$ cat src/crx_regs.svh
`ifndef CRX_REGS_SVH
`define CRX_REGS_SVH

// ----------------------------------------
// register addresses
// ----------------------------------------
`define CRX_ADDR_W 16
`define CRX_ADDR_NEW_MSG 16'hffb2
`define CRX_ADDR_MASK_CTL 16'hffbb

// ----------------------------------------
// reset values
// ----------------------------------------
`define CRX_RST_NEW_MSG 8'h00
`define CRX_RST_MASK_CTL 8'h00

// ----------------------------------------
// mask control fields
// ----------------------------------------
`define CRX_MC_MASK_ZERO_ENABLE 0
`define CRX_MC_MASK_ONE_ENABLE 1
`define CRX_MC_GLOBAL 2
`define CRX_MC_ZERO 3
`define CRX_MC_REQUEUE 4
`define CRX_MC_SSHOT 5
`define CRX_MC_PRE_LO 6
`define CRX_MC_PRE_HI 7
`define CRX_MC_WMASK 8'hf7

// ----------------------------------------
// identifier layout and buffer counts
// ----------------------------------------
`define CRX_ID_W 29
`define CRX_STD_W 11
`define CRX_NBUF 16
`define CRX_NFLAG 8
`define CRX_IDX_W 4
`define CRX_BRP_W 6

`endif

$ cat src/crx_pkg.sv
package crx_pkg;

  // compare mode of one receive buffer
  typedef enum logic [1:0] {
    CRX_CMP_FULL,
    CRX_CMP_MASK0,
    CRX_CMP_MASK1,
    CRX_CMP_HOLDER
  } crx_cmp_type;

endpackage

$ cat src/crx_match_unit.sv
`timescale 1ns/1ns
`include "crx_regs.svh"

module crx_match_unit #(
  parameter int ID_W = `CRX_ID_W,
  parameter int STD_W = `CRX_STD_W
) (
  input wire logic [ID_W-1:0] frame_id,
  input wire logic frame_ide,
  input wire logic [ID_W-1:0] buf_id,
  input wire logic buf_ide,
  input wire logic buf_enable,
  input wire crx_pkg::crx_cmp_type mode,
  input wire logic [ID_W-1:0] mask0,
  input wire logic [ID_W-1:0] mask1,
  output logic hit,
  output logic via_mask
);

  // ----------------------------------------
  // care bits: 1 means the bit is compared
  // ----------------------------------------
  wire [ID_W-1:0] std_sel = {{STD_W{1'b1}}, {(ID_W-STD_W){1'b0}}};
  wire [ID_W-1:0] care_raw = (mode == crx_pkg::CRX_CMP_MASK0) ? mask0 :
                             (mode == crx_pkg::CRX_CMP_MASK1) ? mask1 : {ID_W{1'b1}};
  // frame format taken from this buffer alone
  wire [ID_W-1:0] care_eff = buf_ide ? care_raw : (care_raw & std_sel);
  wire id_equal = ((buf_id ^ frame_id) & care_eff) == {ID_W{1'b0}};

  assign hit = buf_enable && (mode != crx_pkg::CRX_CMP_HOLDER) && (buf_ide == frame_ide) && id_equal;
  assign via_mask = (mode == crx_pkg::CRX_CMP_MASK0) || (mode == crx_pkg::CRX_CMP_MASK1);

endmodule // crx_match_unit

$ cat src/crx_prio_select.sv
`timescale 1ns/1ns
`include "crx_regs.svh"

module crx_prio_select #(
  parameter int N = `CRX_NBUF,
  parameter int IDX_W = `CRX_IDX_W
) (
  input wire logic [N-1:0] hit,
  input wire logic [N-1:0] via_mask,
  output logic found,
  output logic [IDX_W-1:0] index
);

  wire [N-1:0] plain_hit = hit & ~via_mask;
  wire [N-1:0] mask_hit = hit & via_mask;

  // ----------------------------------------
  // plain buffers first, then lowest number
  // ----------------------------------------
  always_comb begin
    found = 1'b0;
    index = {IDX_W{1'b0}};
    for (int i = N - 1; i >= 0; i--) begin
      if (mask_hit[i]) begin
        found = 1'b1;
        index = IDX_W'(i);
      end
    end
    for (int i = N - 1; i >= 0; i--) begin
      if (plain_hit[i]) begin
        found = 1'b1;
        index = IDX_W'(i);
      end
    end
  end

endmodule // crx_prio_select

$ cat src/crx_status_mask.sv
`timescale 1ns/1ns
`include "crx_regs.svh"

// Contract
// store done sets flag of buffers 0-7
// flag mirrors new-data bit, CPU clear
// flag register read-only, multiple bits allowed
// flags zero at reset and init
// flag 0/2 meaningless when mask holder
// mask selects compared identifier bits
// mask holder buffer never stores frames
// mask enable 0: buffer 0 masks 1
// mask enable 1: buffer 2 masks 3; code leaves buffer 3 at full compare when global is set
// global: highest mask covers later buffers
// global both masks: 4-15 via mask1
// global mask1 only: 4-15 via mask1
// frame format from buffer's own bit
// single shot: no retry after error
// single shot arbitration loss: requeue bit decides
// upper prescaler bits extend time quantum
// extension only with time measure mode
// software writes mask control only in init
// mask control resets zero, bit3 zero
// plain buffers beat masked buffers
// lowest numbered matching buffer wins
// unmatched frame discarded, flags unchanged
module crx_status_mask #(
  parameter int NBUF = `CRX_NBUF,
  parameter int NFLAG = `CRX_NFLAG,
  parameter int ID_W = `CRX_ID_W,
  parameter int IDX_W = `CRX_IDX_W,
  parameter int BRP_W = `CRX_BRP_W
) (
  input wire logic core_clk,
  input wire logic rst,
  // cpu special function register port
  input wire logic [`CRX_ADDR_W-1:0] sfr_addr,
  input wire logic sfr_wr,
  input wire logic sfr_rd,
  input wire logic [7:0] sfr_wdata,
  output logic [7:0] sfr_rdata,
  // controller state
  input wire logic init_request,
  input wire logic init_confirmed,
  input wire logic time_measure_mode,
  input wire logic [BRP_W-1:0] prescaler_low_bits,
  // received frame from the protocol engine
  input wire logic frame_valid,
  input wire logic [ID_W-1:0] frame_id,
  input wire logic frame_ide,
  // receive buffer definitions
  input wire logic [NBUF*ID_W-1:0] buf_id_flat,
  input wire logic [NBUF-1:0] buf_ide,
  input wire logic [NBUF-1:0] buf_rx_enable,
  // storage handshake with the memory engine
  output logic rx_store_req,
  output logic [IDX_W-1:0] rx_store_index,
  input wire logic store_done,
  input wire logic [IDX_W-1:0] store_done_index,
  input wire logic [NFLAG-1:0] dn_clear,
  output logic [NFLAG-1:0] buffer_new_data_bit,
  // transmit outcome handling
  input wire logic tx_error,
  input wire logic tx_arb_lost,
  output logic tx_retry,
  output logic tx_drop,
  // configuration seen by the rest of the controller
  output logic single_shot_enable,
  output logic requeue_after_arbitration_loss,
  output logic [1:0] prescaler_extension,
  output logic [BRP_W+1:0] tq_prescale,
  output logic [NBUF-1:0] buf_is_mask_holder
);

  // ----------------------------------------
  // register state
  // ----------------------------------------
  logic [7:0] rx_new_message_flags_r;
  logic [7:0] rx_new_message_flags_nxt;
  logic [7:0] acceptance_mask_control_r;
  logic [7:0] sfr_rdata_r;
  logic [7:0] sfr_rdata_nxt;
  logic rx_store_req_r;
  logic [IDX_W-1:0] rx_store_index_r;
  logic tx_retry_r;
  logic tx_drop_r;
  logic [1:0] prescaler_extension_r;
  logic [BRP_W+1:0] tq_prescale_r;
  logic [NBUF-1:0] buf_is_mask_holder_r;

  // ----------------------------------------
  // address decode
  // ----------------------------------------
  wire sel_new_msg = (sfr_addr == `CRX_ADDR_NEW_MSG);
  wire sel_mask_ctl = (sfr_addr == `CRX_ADDR_MASK_CTL);
  // writes outside confirmed init are dropped
  wire mask_ctl_we = sfr_wr && sel_mask_ctl && init_confirmed;

  // ----------------------------------------
  // mask control fields
  // ----------------------------------------
  wire mask_zero_enable = acceptance_mask_control_r[`CRX_MC_MASK_ZERO_ENABLE];
  wire mask_one_enable = acceptance_mask_control_r[`CRX_MC_MASK_ONE_ENABLE];
  wire global_mask_enable = acceptance_mask_control_r[`CRX_MC_GLOBAL];
  wire prescaler_extension_low = acceptance_mask_control_r[`CRX_MC_PRE_LO];
  wire prescaler_extension_high = acceptance_mask_control_r[`CRX_MC_PRE_HI];

  // ----------------------------------------
  // per-buffer compare mode
  // ----------------------------------------
  function automatic crx_pkg::crx_cmp_type crx_mode_of(
    input int idx,
    input logic glb,
    input logic m1,
    input logic m0
  );
    crx_pkg::crx_cmp_type m;
    m = crx_pkg::CRX_CMP_FULL;
    case (idx)
      0: begin
        if (m0) begin
          m = crx_pkg::CRX_CMP_HOLDER;
        end
      end
      1: begin
        if (m0) begin
          m = crx_pkg::CRX_CMP_MASK0;
        end
      end
      2: begin
        if (m1) begin
          m = crx_pkg::CRX_CMP_HOLDER;
        end else if (glb && m0) begin
          m = crx_pkg::CRX_CMP_MASK0;
        end
      end
      3: begin
        if (m1 && !glb) begin
          m = crx_pkg::CRX_CMP_MASK1;
        end
      end
      default: begin
        if (glb && m1) begin
          m = crx_pkg::CRX_CMP_MASK1;
        end else if (glb && m0) begin
          m = crx_pkg::CRX_CMP_MASK0;
        end
      end
    endcase
    return m;
  endfunction

  // ----------------------------------------
  // acceptance compare per buffer
  // ----------------------------------------
  wire [ID_W-1:0] mask0_bits = buf_id_flat[0*ID_W +: ID_W];
  wire [ID_W-1:0] mask1_bits = buf_id_flat[2*ID_W +: ID_W];
  wire [NBUF-1:0] buf_hit;
  wire [NBUF-1:0] buf_via_mask;
  wire [NBUF-1:0] holder_nxt;

  genvar gi;
  generate
    for (gi = 0; gi < NBUF; gi++) begin : g_buf
      crx_pkg::crx_cmp_type mode;
      assign mode = crx_mode_of(gi, global_mask_enable, mask_one_enable, mask_zero_enable);
      assign holder_nxt[gi] = (mode == crx_pkg::CRX_CMP_HOLDER);
      crx_match_unit #(
        .ID_W(ID_W),
        .STD_W(`CRX_STD_W)
      ) u_match (
        .frame_id(frame_id),
        .frame_ide(frame_ide),
        .buf_id(buf_id_flat[gi*ID_W +: ID_W]),
        .buf_ide(buf_ide[gi]),
        .buf_enable(buf_rx_enable[gi]),
        .mode(mode),
        .mask0(mask0_bits),
        .mask1(mask1_bits),
        .hit(buf_hit[gi]),
        .via_mask(buf_via_mask[gi])
      );
    end
  endgenerate

  // ----------------------------------------
  // storage priority
  // ----------------------------------------
  wire any_found;
  wire [IDX_W-1:0] best_index;

  crx_prio_select #(
    .N(NBUF),
    .IDX_W(IDX_W)
  ) u_prio (
    .hit(buf_hit),
    .via_mask(buf_via_mask),
    .found(any_found),
    .index(best_index)
  );

  // no request when nothing matched or in init
  wire store_req_nxt = frame_valid && any_found && !init_request;

  always_ff @(posedge core_clk or posedge rst) begin
    if (rst) begin
      rx_store_req_r <= 1'b0;
      rx_store_index_r <= {IDX_W{1'b0}};
    end else begin
      rx_store_req_r <= store_req_nxt;
      if (store_req_nxt) begin
        rx_store_index_r <= best_index;
      end
    end
  end

  // ----------------------------------------
  // new-message flags
  // ----------------------------------------
  wire [NFLAG-1:0] flag_set;
  wire [NFLAG-1:0] flag_clr;

  generate
    for (gi = 0; gi < NFLAG; gi++) begin : g_flag
      // set only after copy from shadow buffer ends
      assign flag_set[gi] = store_done && (store_done_index == IDX_W'(gi));
      assign flag_clr[gi] = dn_clear[gi] || init_request;
      // set beats any clear in the same cycle
      assign rx_new_message_flags_nxt[gi] = flag_set[gi] ||
                                            (rx_new_message_flags_r[gi] && !flag_clr[gi]);
    end
  endgenerate

  always_ff @(posedge core_clk or posedge rst) begin
    if (rst) begin
      rx_new_message_flags_r <= `CRX_RST_NEW_MSG;
    end else begin
      rx_new_message_flags_r <= rx_new_message_flags_nxt;
    end
  end

  // flags of holder buffers kept as is, software ignores them
  assign buffer_new_data_bit = rx_new_message_flags_r;

  // ----------------------------------------
  // mask control register
  // ----------------------------------------
  always_ff @(posedge core_clk or posedge rst) begin
    if (rst) begin
      acceptance_mask_control_r <= `CRX_RST_MASK_CTL;
    end else if (mask_ctl_we) begin
      acceptance_mask_control_r <= sfr_wdata & `CRX_MC_WMASK;
    end
  end

  // ----------------------------------------
  // register read path
  // ----------------------------------------
  assign sfr_rdata_nxt = sel_new_msg ? rx_new_message_flags_r :
                         sel_mask_ctl ? (acceptance_mask_control_r & `CRX_MC_WMASK) :
                         8'h00;

  always_ff @(posedge core_clk or posedge rst) begin
    if (rst) begin
      sfr_rdata_r <= 8'h00;
    end else if (sfr_rd) begin
      sfr_rdata_r <= sfr_rdata_nxt;
    end
  end

  assign sfr_rdata = sfr_rdata_r;

  // ----------------------------------------
  // single-shot transmit decisions
  // ----------------------------------------
  assign single_shot_enable = acceptance_mask_control_r[`CRX_MC_SSHOT];
  assign requeue_after_arbitration_loss = acceptance_mask_control_r[`CRX_MC_REQUEUE];

  // single shot never retries an errored frame
  wire err_retry = tx_error && !single_shot_enable;
  wire err_drop = tx_error && single_shot_enable;
  wire arb_retry = tx_arb_lost && (!single_shot_enable || requeue_after_arbitration_loss);
  wire arb_drop = tx_arb_lost && single_shot_enable && !requeue_after_arbitration_loss;
  wire retry_nxt = err_retry || arb_retry;
  wire drop_nxt = err_drop || arb_drop;

  always_ff @(posedge core_clk or posedge rst) begin
    if (rst) begin
      tx_retry_r <= 1'b0;
      tx_drop_r <= 1'b0;
    end else begin
      tx_retry_r <= retry_nxt;
      tx_drop_r <= drop_nxt;
    end
  end

  assign tx_retry = tx_retry_r;
  assign tx_drop = tx_drop_r;

  // ----------------------------------------
  // prescaler extension
  // ----------------------------------------
  // upper bits count only in time measure mode
  wire [1:0] prescaler_extension_nxt = time_measure_mode ?
                                       {prescaler_extension_high, prescaler_extension_low} : 2'b00;
  // upper bits add blocks of 64 clocks to the quantum
  wire [BRP_W+1:0] tq_prescale_nxt = {prescaler_extension_nxt, prescaler_low_bits};

  always_ff @(posedge core_clk or posedge rst) begin
    if (rst) begin
      prescaler_extension_r <= 2'b00;
      tq_prescale_r <= {(BRP_W+2){1'b0}};
    end else begin
      prescaler_extension_r <= prescaler_extension_nxt;
      tq_prescale_r <= tq_prescale_nxt;
    end
  end

  assign prescaler_extension = prescaler_extension_r;
  assign tq_prescale = tq_prescale_r;

  // ----------------------------------------
  // mask holder map
  // ----------------------------------------
  // follows the mask control register one cycle later
  always_ff @(posedge core_clk or posedge rst) begin
    if (rst) begin
      buf_is_mask_holder_r <= {NBUF{1'b0}};
    end else begin
      buf_is_mask_holder_r <= holder_nxt;
    end
  end

  assign buf_is_mask_holder = buf_is_mask_holder_r;

  // ----------------------------------------
  // storage outputs
  // ----------------------------------------
  assign rx_store_req = rx_store_req_r;
  assign rx_store_index = rx_store_index_r;

endmodule // crx_status_mask

$ cat config.mk
export PLATFORM = sky130hd
export DESIGN_NAME = crx_status_mask
export DESIGN_NICKNAME = d
export VERILOG_FILES = /design/src/crx_pkg.sv /design/src/crx_match_unit.sv /design/src/crx_prio_select.sv /design/src/crx_status_mask.sv
export VERILOG_INCLUDE_DIRS = /design/src
export SDC_FILE = /design/constraint.sdc
export NUM_CORES = 1
export LEC_CHECK = 0
export BUFFER_PORTS_ARGS = -buffer_cell sky130_fd_sc_hd__clkbuf_2
export CAP_MARGIN = 15
export CORE_AREA = 2 2 242 244
export CTS_CLUSTER_SIZE = 16
export DETAILED_ROUTE_END_ITERATION = 16
export DIE_AREA = 0 0 244 246
export MAX_ROUTING_LAYER = met4
export PLACE_DENSITY = 0.43
export SLEW_MARGIN = 40
export SYNTH_ARGS = -nofsm -noshare
export SYNTH_HDL_FRONTEND = slang
export SYNTH_SLANG_ARGS = --single-unit
$ cat constraint.sdc
create_clock -name core_clk -period 4.3 [get_ports core_clk]
set_input_delay 0.645 -clock core_clk [delete_from_list [all_inputs] [get_ports core_clk]]
set_output_delay 0.645 -clock core_clk [all_outputs]
set_load 0.03 [all_outputs]
==> reports/metrics.csv, run 1 <==
metric,value,unit
synth_cell_type_count,97,
cts_made_buffers,5,
clockBufferDepth,2,
cts-root-buf,clkbuf_16,
routed_wirelength,86690,µm
grt_pass1_wl,118700,µm
insertion_delay,0.29,ns
max_freq,235.4,MHz
worstPathArrival,4.44,ns
post-route-drc-count,0,
syn_area_per_cell,7.811,µm²
ys_ff_latch,41,
worstMarginPinSlew,0.8452,ns
wl_per_cell,29.59,µm
path_clk_slew,0.07,ns
critPathRequiredTime,4.49,ns
fp.dieW,244,µm
drtAntennaViolNets,0,
synthAdderAreaFrac,0,
end_kind,register,
fp-row-count,88,
drt-pass1-iter-count,5,
core_region_area,57370,µm²
portBuffers,626,
ys_async_sr_fraction,1.000,
finalClockSkew,0.009664,ns
cp-start-kind,register,
regArea,1035,µm²
area_growth,42.73,%
crit_start,acceptance_mask_control_r[1],
gp_congestion,0.9881,
grt_overflow,0,
worstSetupPathType,register to register,
fin_crit_sh,0.9881,
r2r_start,acceptance_mask_control_r[1],
drv_cap,0,
rsz0062_at_grt,no,
dp_hpwl,75000,µm
cts_tree,yes,
powerDensity,144.4,nW/µm²
hold_class,input port to asynchronous set/reset pin,
io_pins,630,
relSlewSlack,0.4292,
hold_viol_final,0,
synth_xor_area_frac,0.3612,
critical_path_peak_fanout,40,
dp.cells,2912,
h-tree-depth,2,
reg2reg_to,rx_store_index[1],
synth_area,11640,µm²
vias,15170,
die-area,60020,µm²
yosysSeqAreaShare,0.08815,
r2r_slack,0.05,ns
grt_pass1_vias,15740,
ys.flop_type,dfrtp_1,
ys_warn_count,0,
track_usage,0.2846,
setup_slack,0.05119,ns
instances_no_fill,2930,
syn_inst,1490,
synthSimpleGateAreaFrac,0.2946,
grt_max_degree,42,
multiInputGateArea,9841,µm²
initial_core_util,0.2029,
rr_worst_depth,12,
synth_compound_area_frac,0.1777,
synth_mux_area_frac,0.006665,
p_leak,7.759,nW
min_period,4.249,ns
finish.utilization,0.2896,
dp_slack,-0.004101,ns
final_nets,2735,
die_h,246,µm
synth_edf_count,0,
drv_slew,0,
status,"complete, no violations",
viasPerCell,5.177,
peakVddDrop,0.1395,mV
antenna_found_initial,8,
timing.hold.ws,0.4581,ns
cts_sinks,41,
setup_viol,0,
drt_iter0_markers,1279,
fill_cells,6418,
synth_top_family_by_area,XOR/XNOR gates,
final_layout_size_suffix_gt1_frac,0.4070,
-- worst max path at each step --
stage	end	slack [ns]	depth (start not counted)
2_1_floorplan	rx_store_index[0]	1.06	11
3_3_place_gp	rx_store_index[0]	-0.03	13
3_5_place_dp	rx_store_index[1]	-0.004	12
4_1_cts	rx_store_index[0]	0.11	13
5_1_grt	rx_store_index[1]	0.02	12
6_report	rx_store_index[1]	0.05	12
-- logic make-up after synthesis --
kind of cell    after synthesis
compound gates              263
simple gates                546
buf+inv                     152
other cells                   1
flops                        41
xor+xnor                    480
mux                           7
-- report_power, final --
group | total [mW] | switching (mW) | internal [mW]
Clock | 0.505 | 0.170 | 0.335
Sequential | 0.406 | 0.00801 | 0.398
Combinational | 1.49 | 0.861 | 0.627
-- cells in the final DEF (no fill, tap or decap), types with 38 or more instances in the layout --
cell type,Yosys,final
clkbuf_2,2,626
xor2_1,246,246
xnor2_1,234,234
buf_4,25,164
nand3_1,140,140
nor3_1,67,67
nor2_1,66,66
o2111ai_1,46,46
nand2_1,41,41
dfrtp_1,41,38
-- critical path, cell delays in order, from the launching register on --
cell and delay (ns):
dfrtp_4 0.67, buf_4 0.26, nand4bb_2 0.33, nand2_2 0.36
nor2_1 0.08, or4b_1 0.50, or3_1 0.39, o41ai_2 0.63
buf_4 0.22, a311oi_1 0.16, o211ai_1 0.14, a21oi_1 0.10
o32ai_2 0.27
-- per-layer routing --
metal / vias to the layer above / routed length, µm / global-route usage
met5: - / 0 / -
met4: 0 / 2416 / 0.07532
met3: 110 / 5269 / 0.03268
met2: 811 / 43170 / 0.5000
met1: 7425 / 35840 / 0.3441
li1: 6822 / - / -
-- through the flow --
step	setup TNS, ns	cell area (µm²)	total power, mW
2_1_floorplan	0	11650	1.152
3_3_place_gp	-0.02879	16330	1.886
3_5_place_dp	-0.004101	16350	1.879
4_1_cts	0	16550	2.402
5_1_grt	0	16610	2.518
6_report	0	16610	2.400
-- what timing repair did --
action,in CTS,in global routing
setup buffers,0,2
gates resized for setup,1,3
pin swaps,0,1
endpoints found under the setup margin,2,3
hold buffers,0,0
-- synth_stat cells (all sizes together), types with 6 or more instances --
cell     count  area share
xor2       246        0.19
nor3        68       0.030
nand2       47       0.017
o21ai       37       0.016
clkbuf      39       0.013
nand4bb     24       0.026
nor2        68       0.022
inv         11      0.0035
or2          7      0.0038
nand3      140       0.060
and3b       16       0.012
or4         10      0.0065
nor4        33       0.018
o22ai       35       0.020
buf        102       0.055
nor4bb       9      0.0077
o2111ai     46       0.035
xnor2      234        0.18
dfrtp       41       0.088
mux2         6      0.0058
nor3b        6      0.0039
o2111a       6      0.0058
and4bb      13       0.015
nand4b       7      0.0053
or3          9      0.0048
nand3b      25       0.024
and2        13      0.0070
a21oi       20      0.0089
a22oi       21       0.014
nand4       25       0.013
a2111oi     24       0.020
a32o         8      0.0069
-- cell type report --
cell class                 instances  area share
sequential                        41     0.06229
inverter                          11    0.002485
multi-input combinational       1299      0.5924
clock inverter                     3    0.004142
tap                              765     0.05762
clock buffer                       5    0.007532
antenna                            8    0.001205
timing repair buffer             798      0.2724
-- flip-flops by register name, indices dropped and copies added, names as in the netlist --
name                       cells
acceptance_mask_control_r      7
buffer_new_data_bit            8
sfr_rdata                      8
tx_drop                        1
buf_is_mask_holder             3
tq_prescale                    7
rx_store_req                   1
prescaler_extension            1
tx_retry                       1
rx_store_index                 4
Note: power is estimated with default switching activity, not from simulation.
==> run 2, diff against run 1 <==
ABC_AREA = 0   (was unset)
clock period = 4.1 ns   (was 4.3 ns; I/O delays follow)
==> run 2 against run 1 <==
Net effect:
- critical path depth is 3 higher
- sequential power is 5.2% higher
- register-to-register slack improved by 0.099 ns
- highest routed layer unchanged
- maximum frequency increased by 7.6%
- die area unchanged
- count of clock-buffer cells in the layout is the same
- combinational power up 7%
==> reports/metrics.csv, run 2 (synthesis gave the netlist of run 1 again) <==
metric,value,unit,change
critPathRequiredTime,4.28,ns,-0.21 ns
pwr-share-clk,0.206,,-0.005
relSlewSlack,0.4615,,+0.03229
mostFrequentLayoutCells,"626 x clkbuf_2, 246 x xor2_1, 234 x xnor2_1, 209 x buf_4, 140 x nand3_1",,
dp_hpwl,77370,µm,+3.2%
clockBufferDepth,2,,unchanged
hold_viol_final,0,,unchanged
powerDensity,149.8,nW/µm²,+3.7%
r2r_slack,0.15,ns,+0.10 ns
cts_hold_buf,0,,unchanged
worstSetupPathType,register to register,,
crit_chain,buf_4 -> nand4bb_2 -> buf_4 -> buf_4 -> nand3_1 -> o21ai_0 -> or4_1 -> o31a_1 -> nand2b_1 -> buf_4 -> nor3b_1 -> buf_4 -> o21bai_1 -> nand4_1 -> a32o_1,,
fill_cells,6383,,-0.55%
drt-pass1-iter-count,5,,unchanged
seqPwrFrac,0.167,,-0.002
final_layout_size_suffix_gt1_frac,0.4231,,+0.01601
end_kind,register,,
max_freq,253.2,MHz,+7.6%
cpMaxStageDelayCell,dfrtp_4,,
crit_path_frequent_cell,buf_4,,
drv_slew,0,,unchanged
r2r_start,acceptance_mask_control_r[1],,
viasPerCell,5.196,,+0.37%
cp-start-kind,register,,
cts-root-buf,clkbuf_16,,
drtAntennaViolNets,0,,unchanged
worstMarginPinSlew,0.7875,ns,-0.05774 ns
worstPathArrival,4.13,ns,-0.31 ns
grt_pass1_vias,16010,,+1.7%
cts_made_buffers,5,,unchanged
wl_per_cell,29.73,µm,+0.47%
path_clk_slew,0.06,ns,about the same
io_pins,630,,unchanged
met2_usage,0.5150,,+0.01504
finalClockSkew,0.002093,ns,-0.007571 ns
grt_pass1_wl,120700,µm,+1.6%
peakVddDrop,0.1864,mV,+34%
fp-row-count,88,,unchanged
layout_commonest_cell,clkbuf_2,,
final_nets,2781,,+1.7%
cts_tree,yes,,
max_stage_delay,0.63,ns,-0.04 ns
routed_wirelength,88340,µm,+1.9%
h-tree-depth,2,,unchanged
drv_cap,0,,unchanged
gp_congestion,0.9572,,-3.1%
grt_util_met1,0.3500,,+0.005876
antenna_found_initial,6,,-2
fp.dieW,244,µm,unchanged
core_region_area,57370,µm²,unchanged
fin_crit_sh,0.9635,,-0.02464
insertion_delay,0.28,ns,about the same
p_leak,7.989,nW,+3.0%
reg2reg_to,rx_store_index[2],,
grt_overflow,0,,unchanged
portBuffers,626,,unchanged
critical_path_peak_fanout,29,,-28%
cts_sinks,41,,unchanged
cts_setup_buffers,0,,unchanged
grt_busiest_layer,met2,,
swShare,0.4334,,about the same
status,"complete, no violations",,
met3_usage,0.02582,,-0.006863
hold_class,input port to asynchronous set/reset pin,,
drt_iter0_markers,1097,,-14%
post-route-drc-count,0,,unchanged
area_growth,46.36,%,
p_int,1.446,mW,+6.3%
initial_core_util,0.2029,,unchanged
setup_tns,0,ns,unchanged
die_h,246,µm,unchanged
setup_viol,0,,unchanged
grt_max_degree,42,,unchanged
min_period,3.950,ns,-0.2986 ns
power.switching,1.106,mW,+6.4%
finalPower,2.552,mW,+6.4%
track_usage,0.2888,,+0.004227
comb_power_share,0.627,,+0.007
die-area,60020,µm²,unchanged
vias,15440,,+1.8%
rr_worst_depth,15,,+3
-- run 2: changes by cell type in the layout (fill, tap and decap cells not counted), sizes merged --
cell	change
buf	+46
diode	-4
-- run 2: repair_timing --
item | CTS | global route
endpoints found under the setup margin | 1 | 4
pin swaps | 0 | 1
resized for setup | 1 | 18
cloned | 0 | 0
-- run 2: critical path, delay by kind of cell (launching register included) --
kind / cells / cell delay, ns
simple gates: 6 / 1.34
compound gates: 4 / 0.89
buf+inv: 5 / 0.96
flops: 1 / 0.63
-- run 2: worst max-delay path by stage --
stage | start | endpoint | slack (ns)
floorplan | frame_id[13] | rx_store_index[0] | 0.89
global placement | frame_id[16] | rx_store_index[0] | -0.41
detailed placement | acceptance_mask_control_r[2] | rx_store_index[1] | -0.03
CTS | acceptance_mask_control_r[1] | rx_store_index[0] | 0.02
global route | acceptance_mask_control_r[1] | rx_store_index[0] | -0.02
finish | acceptance_mask_control_r[1] | rx_store_index[2] | 0.15
-- run 2: area by class of cell --
class / instances / area (µm²) / area share
diodes: 4 / 10.01 / 0.0005876
clock inverters: 3 / 68.82 / 0.004040
repair buffers: 844 / 4882 / 0.2866
flip-flops and latches: 41 / 1035 / 0.06075
well taps: 765 / 957.2 / 0.05619
multi-input cells: 1299 / 9915 / 0.5820
clock buffers: 5 / 125.1 / 0.007345
inverters: 11 / 41.29 / 0.002424
-- run 2: stage by stage --
step / worst slack [ns] / utilization / instances / hold WS [ns] / instance area (µm²)
finish: 0.1498 / 0.2969 / 2972 / 0.4343 / 17030
floorplan: 0.8861 / - / 1492 / 0.4725 / 11650
detailed placement: -0.02896 / 0.2917 / 2960 / 0.4861 / 16730
global route: -0.01978 / 0.2969 / 2972 / 0.4246 / 17030
CTS: 0.01946 / 0.2951 / 2968 / 0.4266 / 16930
global placement: -0.4099 / 0.2912 / 2960 / 0.4973 / 16700
-- run 2: metal layers --
layer | wire [µm] | share of wire | vias up
met5 | 0 | 0 | -
met4 | 2749 | 0.031 | 0
met3 | 5072 | 0.057 | 127
met2 | 44080 | 0.50 | 858
met1 | 36450 | 0.41 | 7563
li1 | - | - | 6895
-- run 2: power by group through the flow --
stage	combinational, mW	clock, mW	sequential [mW]
global route	1.69	0.559	0.429
detailed placement	1.57	0	0.435
CTS	1.58	0.544	0.427
finish	1.60	0.526	0.427
floorplan	0.749	0	0.460
global placement	1.57	0	0.434
==> run 3, diff against run 2 <==
BUFFER_PORTS_ARGS = -buffer_cell sky130_fd_sc_hd__buf_2   (was -buffer_cell sky130_fd_sc_hd__clkbuf_2)
==> run 3 against run 2 <==
Net effect:
- sequential share of layout area is essentially flat
- register-to-register slack gained 0.02 ns
- via count shrank 1.1%
- sequential power is essentially flat
- combinational power is essentially flat
- wire length shrank 0.77%
- worst setup slack gained 0.022 ns
- core utilization is essentially flat
- maximum frequency grew 0.57%
- critical path type unchanged
- largest cell class unchanged
==> reports/metrics.csv, run 3 (synthesis gave the netlist of run 1 again) <==
metric,value,unit,change
initial_core_util,0.2029,,unchanged
crit_chain,buf_12 -> and3b_1 -> or2_0 -> o2111ai_1 -> buf_4 -> nor4_1 -> a21oi_1 -> nor2_1 -> buf_4 -> a311oi_1 -> o211ai_1 -> a21oi_1 -> o32ai_2,,
mostFrequentLayoutCells,"626 x buf_2, 246 x xor2_1, 234 x xnor2_1, 192 x buf_4, 140 x nand3_1",,
die-area,60020,µm²,unchanged
die_h,246,µm,unchanged
critical_path_peak_fanout,37,,+28%
rsz0062_at_grt,no,,
cpMaxStageDelayCell,dfrtp_4,,
min_period,3.928,ns,-0.02234 ns
drtAntennaViolNets,0,,unchanged
max_freq,254.6,MHz,+0.57%
cp-start-kind,register,,
grt_max_degree,40,,-4.8%
path_clk_slew,0.06,ns,about the same
peakVddDrop,0.2235,mV,+20%
drt-pass1-iter-count,5,,unchanged
finalClockSkew,0.003898,ns,+0.001805 ns
critPathRequiredTime,4.25,ns,-0.03 ns
final_nets,2772,,-0.32%
worstSetupPathType,register to register,,
relSlewSlack,0.4556,,-0.005873
fin_crit_sh,0.9580,,-0.005448
drt_iter0_markers,1106,,+0.82%
status,"complete, no violations",,
r2r_start,acceptance_mask_control_r[2],,
cts_made_buffers,5,,unchanged
cts_hold_buf,0,,unchanged
dp_slack,-0.2242,ns,-0.1952 ns
vias,15280,,-1.1%
viasPerCell,5.160,,-0.70%
setup_slack,0.1722,ns,+0.02234 ns
cts_sinks,41,,unchanged
max_stage_delay,0.63,ns,about the same
grt_pass1_vias,16020,,+0.069%
setup_viol,0,,unchanged
worstPathArrival,4.08,ns,-0.05 ns
insertion_delay,0.28,ns,about the same
portBuffers,626,,unchanged
clockBufferDepth,2,,unchanged
grt_overflow,0,,unchanged
antenna_found_initial,1,,-5
drv_cap,0,,unchanged
h-tree-depth,2,,unchanged
core_region_area,57370,µm²,unchanged
cts_tree,yes,,
gp_congestion,0.9775,,+2.1%
grt_pass1_wl,120300,µm,-0.32%
crit_start,acceptance_mask_control_r[2],,
powerDensity,144.7,nW/µm²,-3.4%
routed_wirelength,87670,µm,-0.77%
fp-row-count,88,,unchanged
cts-root-buf,clkbuf_16,,
fill_cells,6361,,-0.34%
worstMarginPinSlew,0.8092,ns,+0.02171 ns
track_usage,0.2871,,-0.001679
hold_class,input port to asynchronous set/reset pin,,
finalPower,2.464,mW,-3.5%
layout_commonest_cell,buf_2,,
final_layout_size_suffix_gt1_frac,0.4193,,-0.003734
dp_hpwl,75710,µm,-2.1%
io_pins,630,,unchanged
area_growth,46.30,%,about the same
p_leak,7.870,nW,-1.5%
drv_slew,0,,unchanged
hold_viol_final,0,,unchanged
wl_per_cell,29.61,µm,-0.40%
post-route-drc-count,0,,unchanged
fp.dieW,244,µm,unchanged
end_kind,register,,
[run 3: final cells by class]
cell class / count / area (µm²) / area share
multi-input combinational: 1299 / 9901 / 0.5815
timing repair buffer: 835 / 4917 / 0.2888
sequential: 41 / 1035 / 0.06077
tap: 765 / 957.2 / 0.05621
clock buffer: 5 / 125.1 / 0.007348
clock inverter: 3 / 46.29 / 0.002719
inverter: 11 / 41.29 / 0.002425
antenna: 2 / 5.005 / 0.0002939
[run 3: worst paths after layout]
kind                                           endpoint  slack [ns]  cells after the start
setup / recovery                      rx_store_index[1]        0.17                     13
hold / removal                           tq_prescale[5]        0.19                      2
setup reg to reg                      rx_store_index[1]        0.17                     13
hold reg to reg                       rx_store_index[3]        0.50                      1
max in group asynchronous  acceptance_mask_control_r[1]        3.17                      3
min in group core_clk                    tq_prescale[5]        0.44                      1
[run 3: through the flow]
stage	util	hold WS (ns)	area [µm²]	setup TNS, ns	std cells
after floorplan	-	0.4725	11650	0	1492
after global placement	0.2911	0.4804	16700	-1.248	2949
after detailed placement	0.2915	0.4895	16720	-0.5677	2949
after CTS	0.2954	0.1884	16950	0	2958
after global routing	0.2968	0.1819	17030	0	2960
final	0.2968	0.1921	17030	0	2961
[run 3: where the power goes]
part	switching, mW	leakage [nW]	internal (mW)	total (mW)
Clock	0.161	0.0800	0.288	0.449
Combinational	0.912	7.27	0.677	1.59
Sequential	0.00817	0.522	0.418	0.426
[run 3: what timing repair did]
item / in CTS / in global routing
setup endpoints to repair: 4 / 4
gates resized for setup: 5 / 13
pin swaps: 0 / 1
buffers inserted: 1 / 1
[run 3: worst max-delay path, delay by kind of cell (launching register included)]
kind | cells | cell delay, ns
AO/OA/AOI/OAI | 6 | 1.75
AND/OR/NAND/NOR | 4 | 0.82
buffers and inverters | 3 | 0.59
flip-flops | 1 | 0.63
[run 3: layer usage]
metal,vias to the layer above,wire [µm],GRT usage
met2,781,43070,0.5003
met3,131,4323,0.02288
li1,6886,-,-
met4,0,3196,0.08626
met5,-,0,-
met1,7480,37080,0.3528
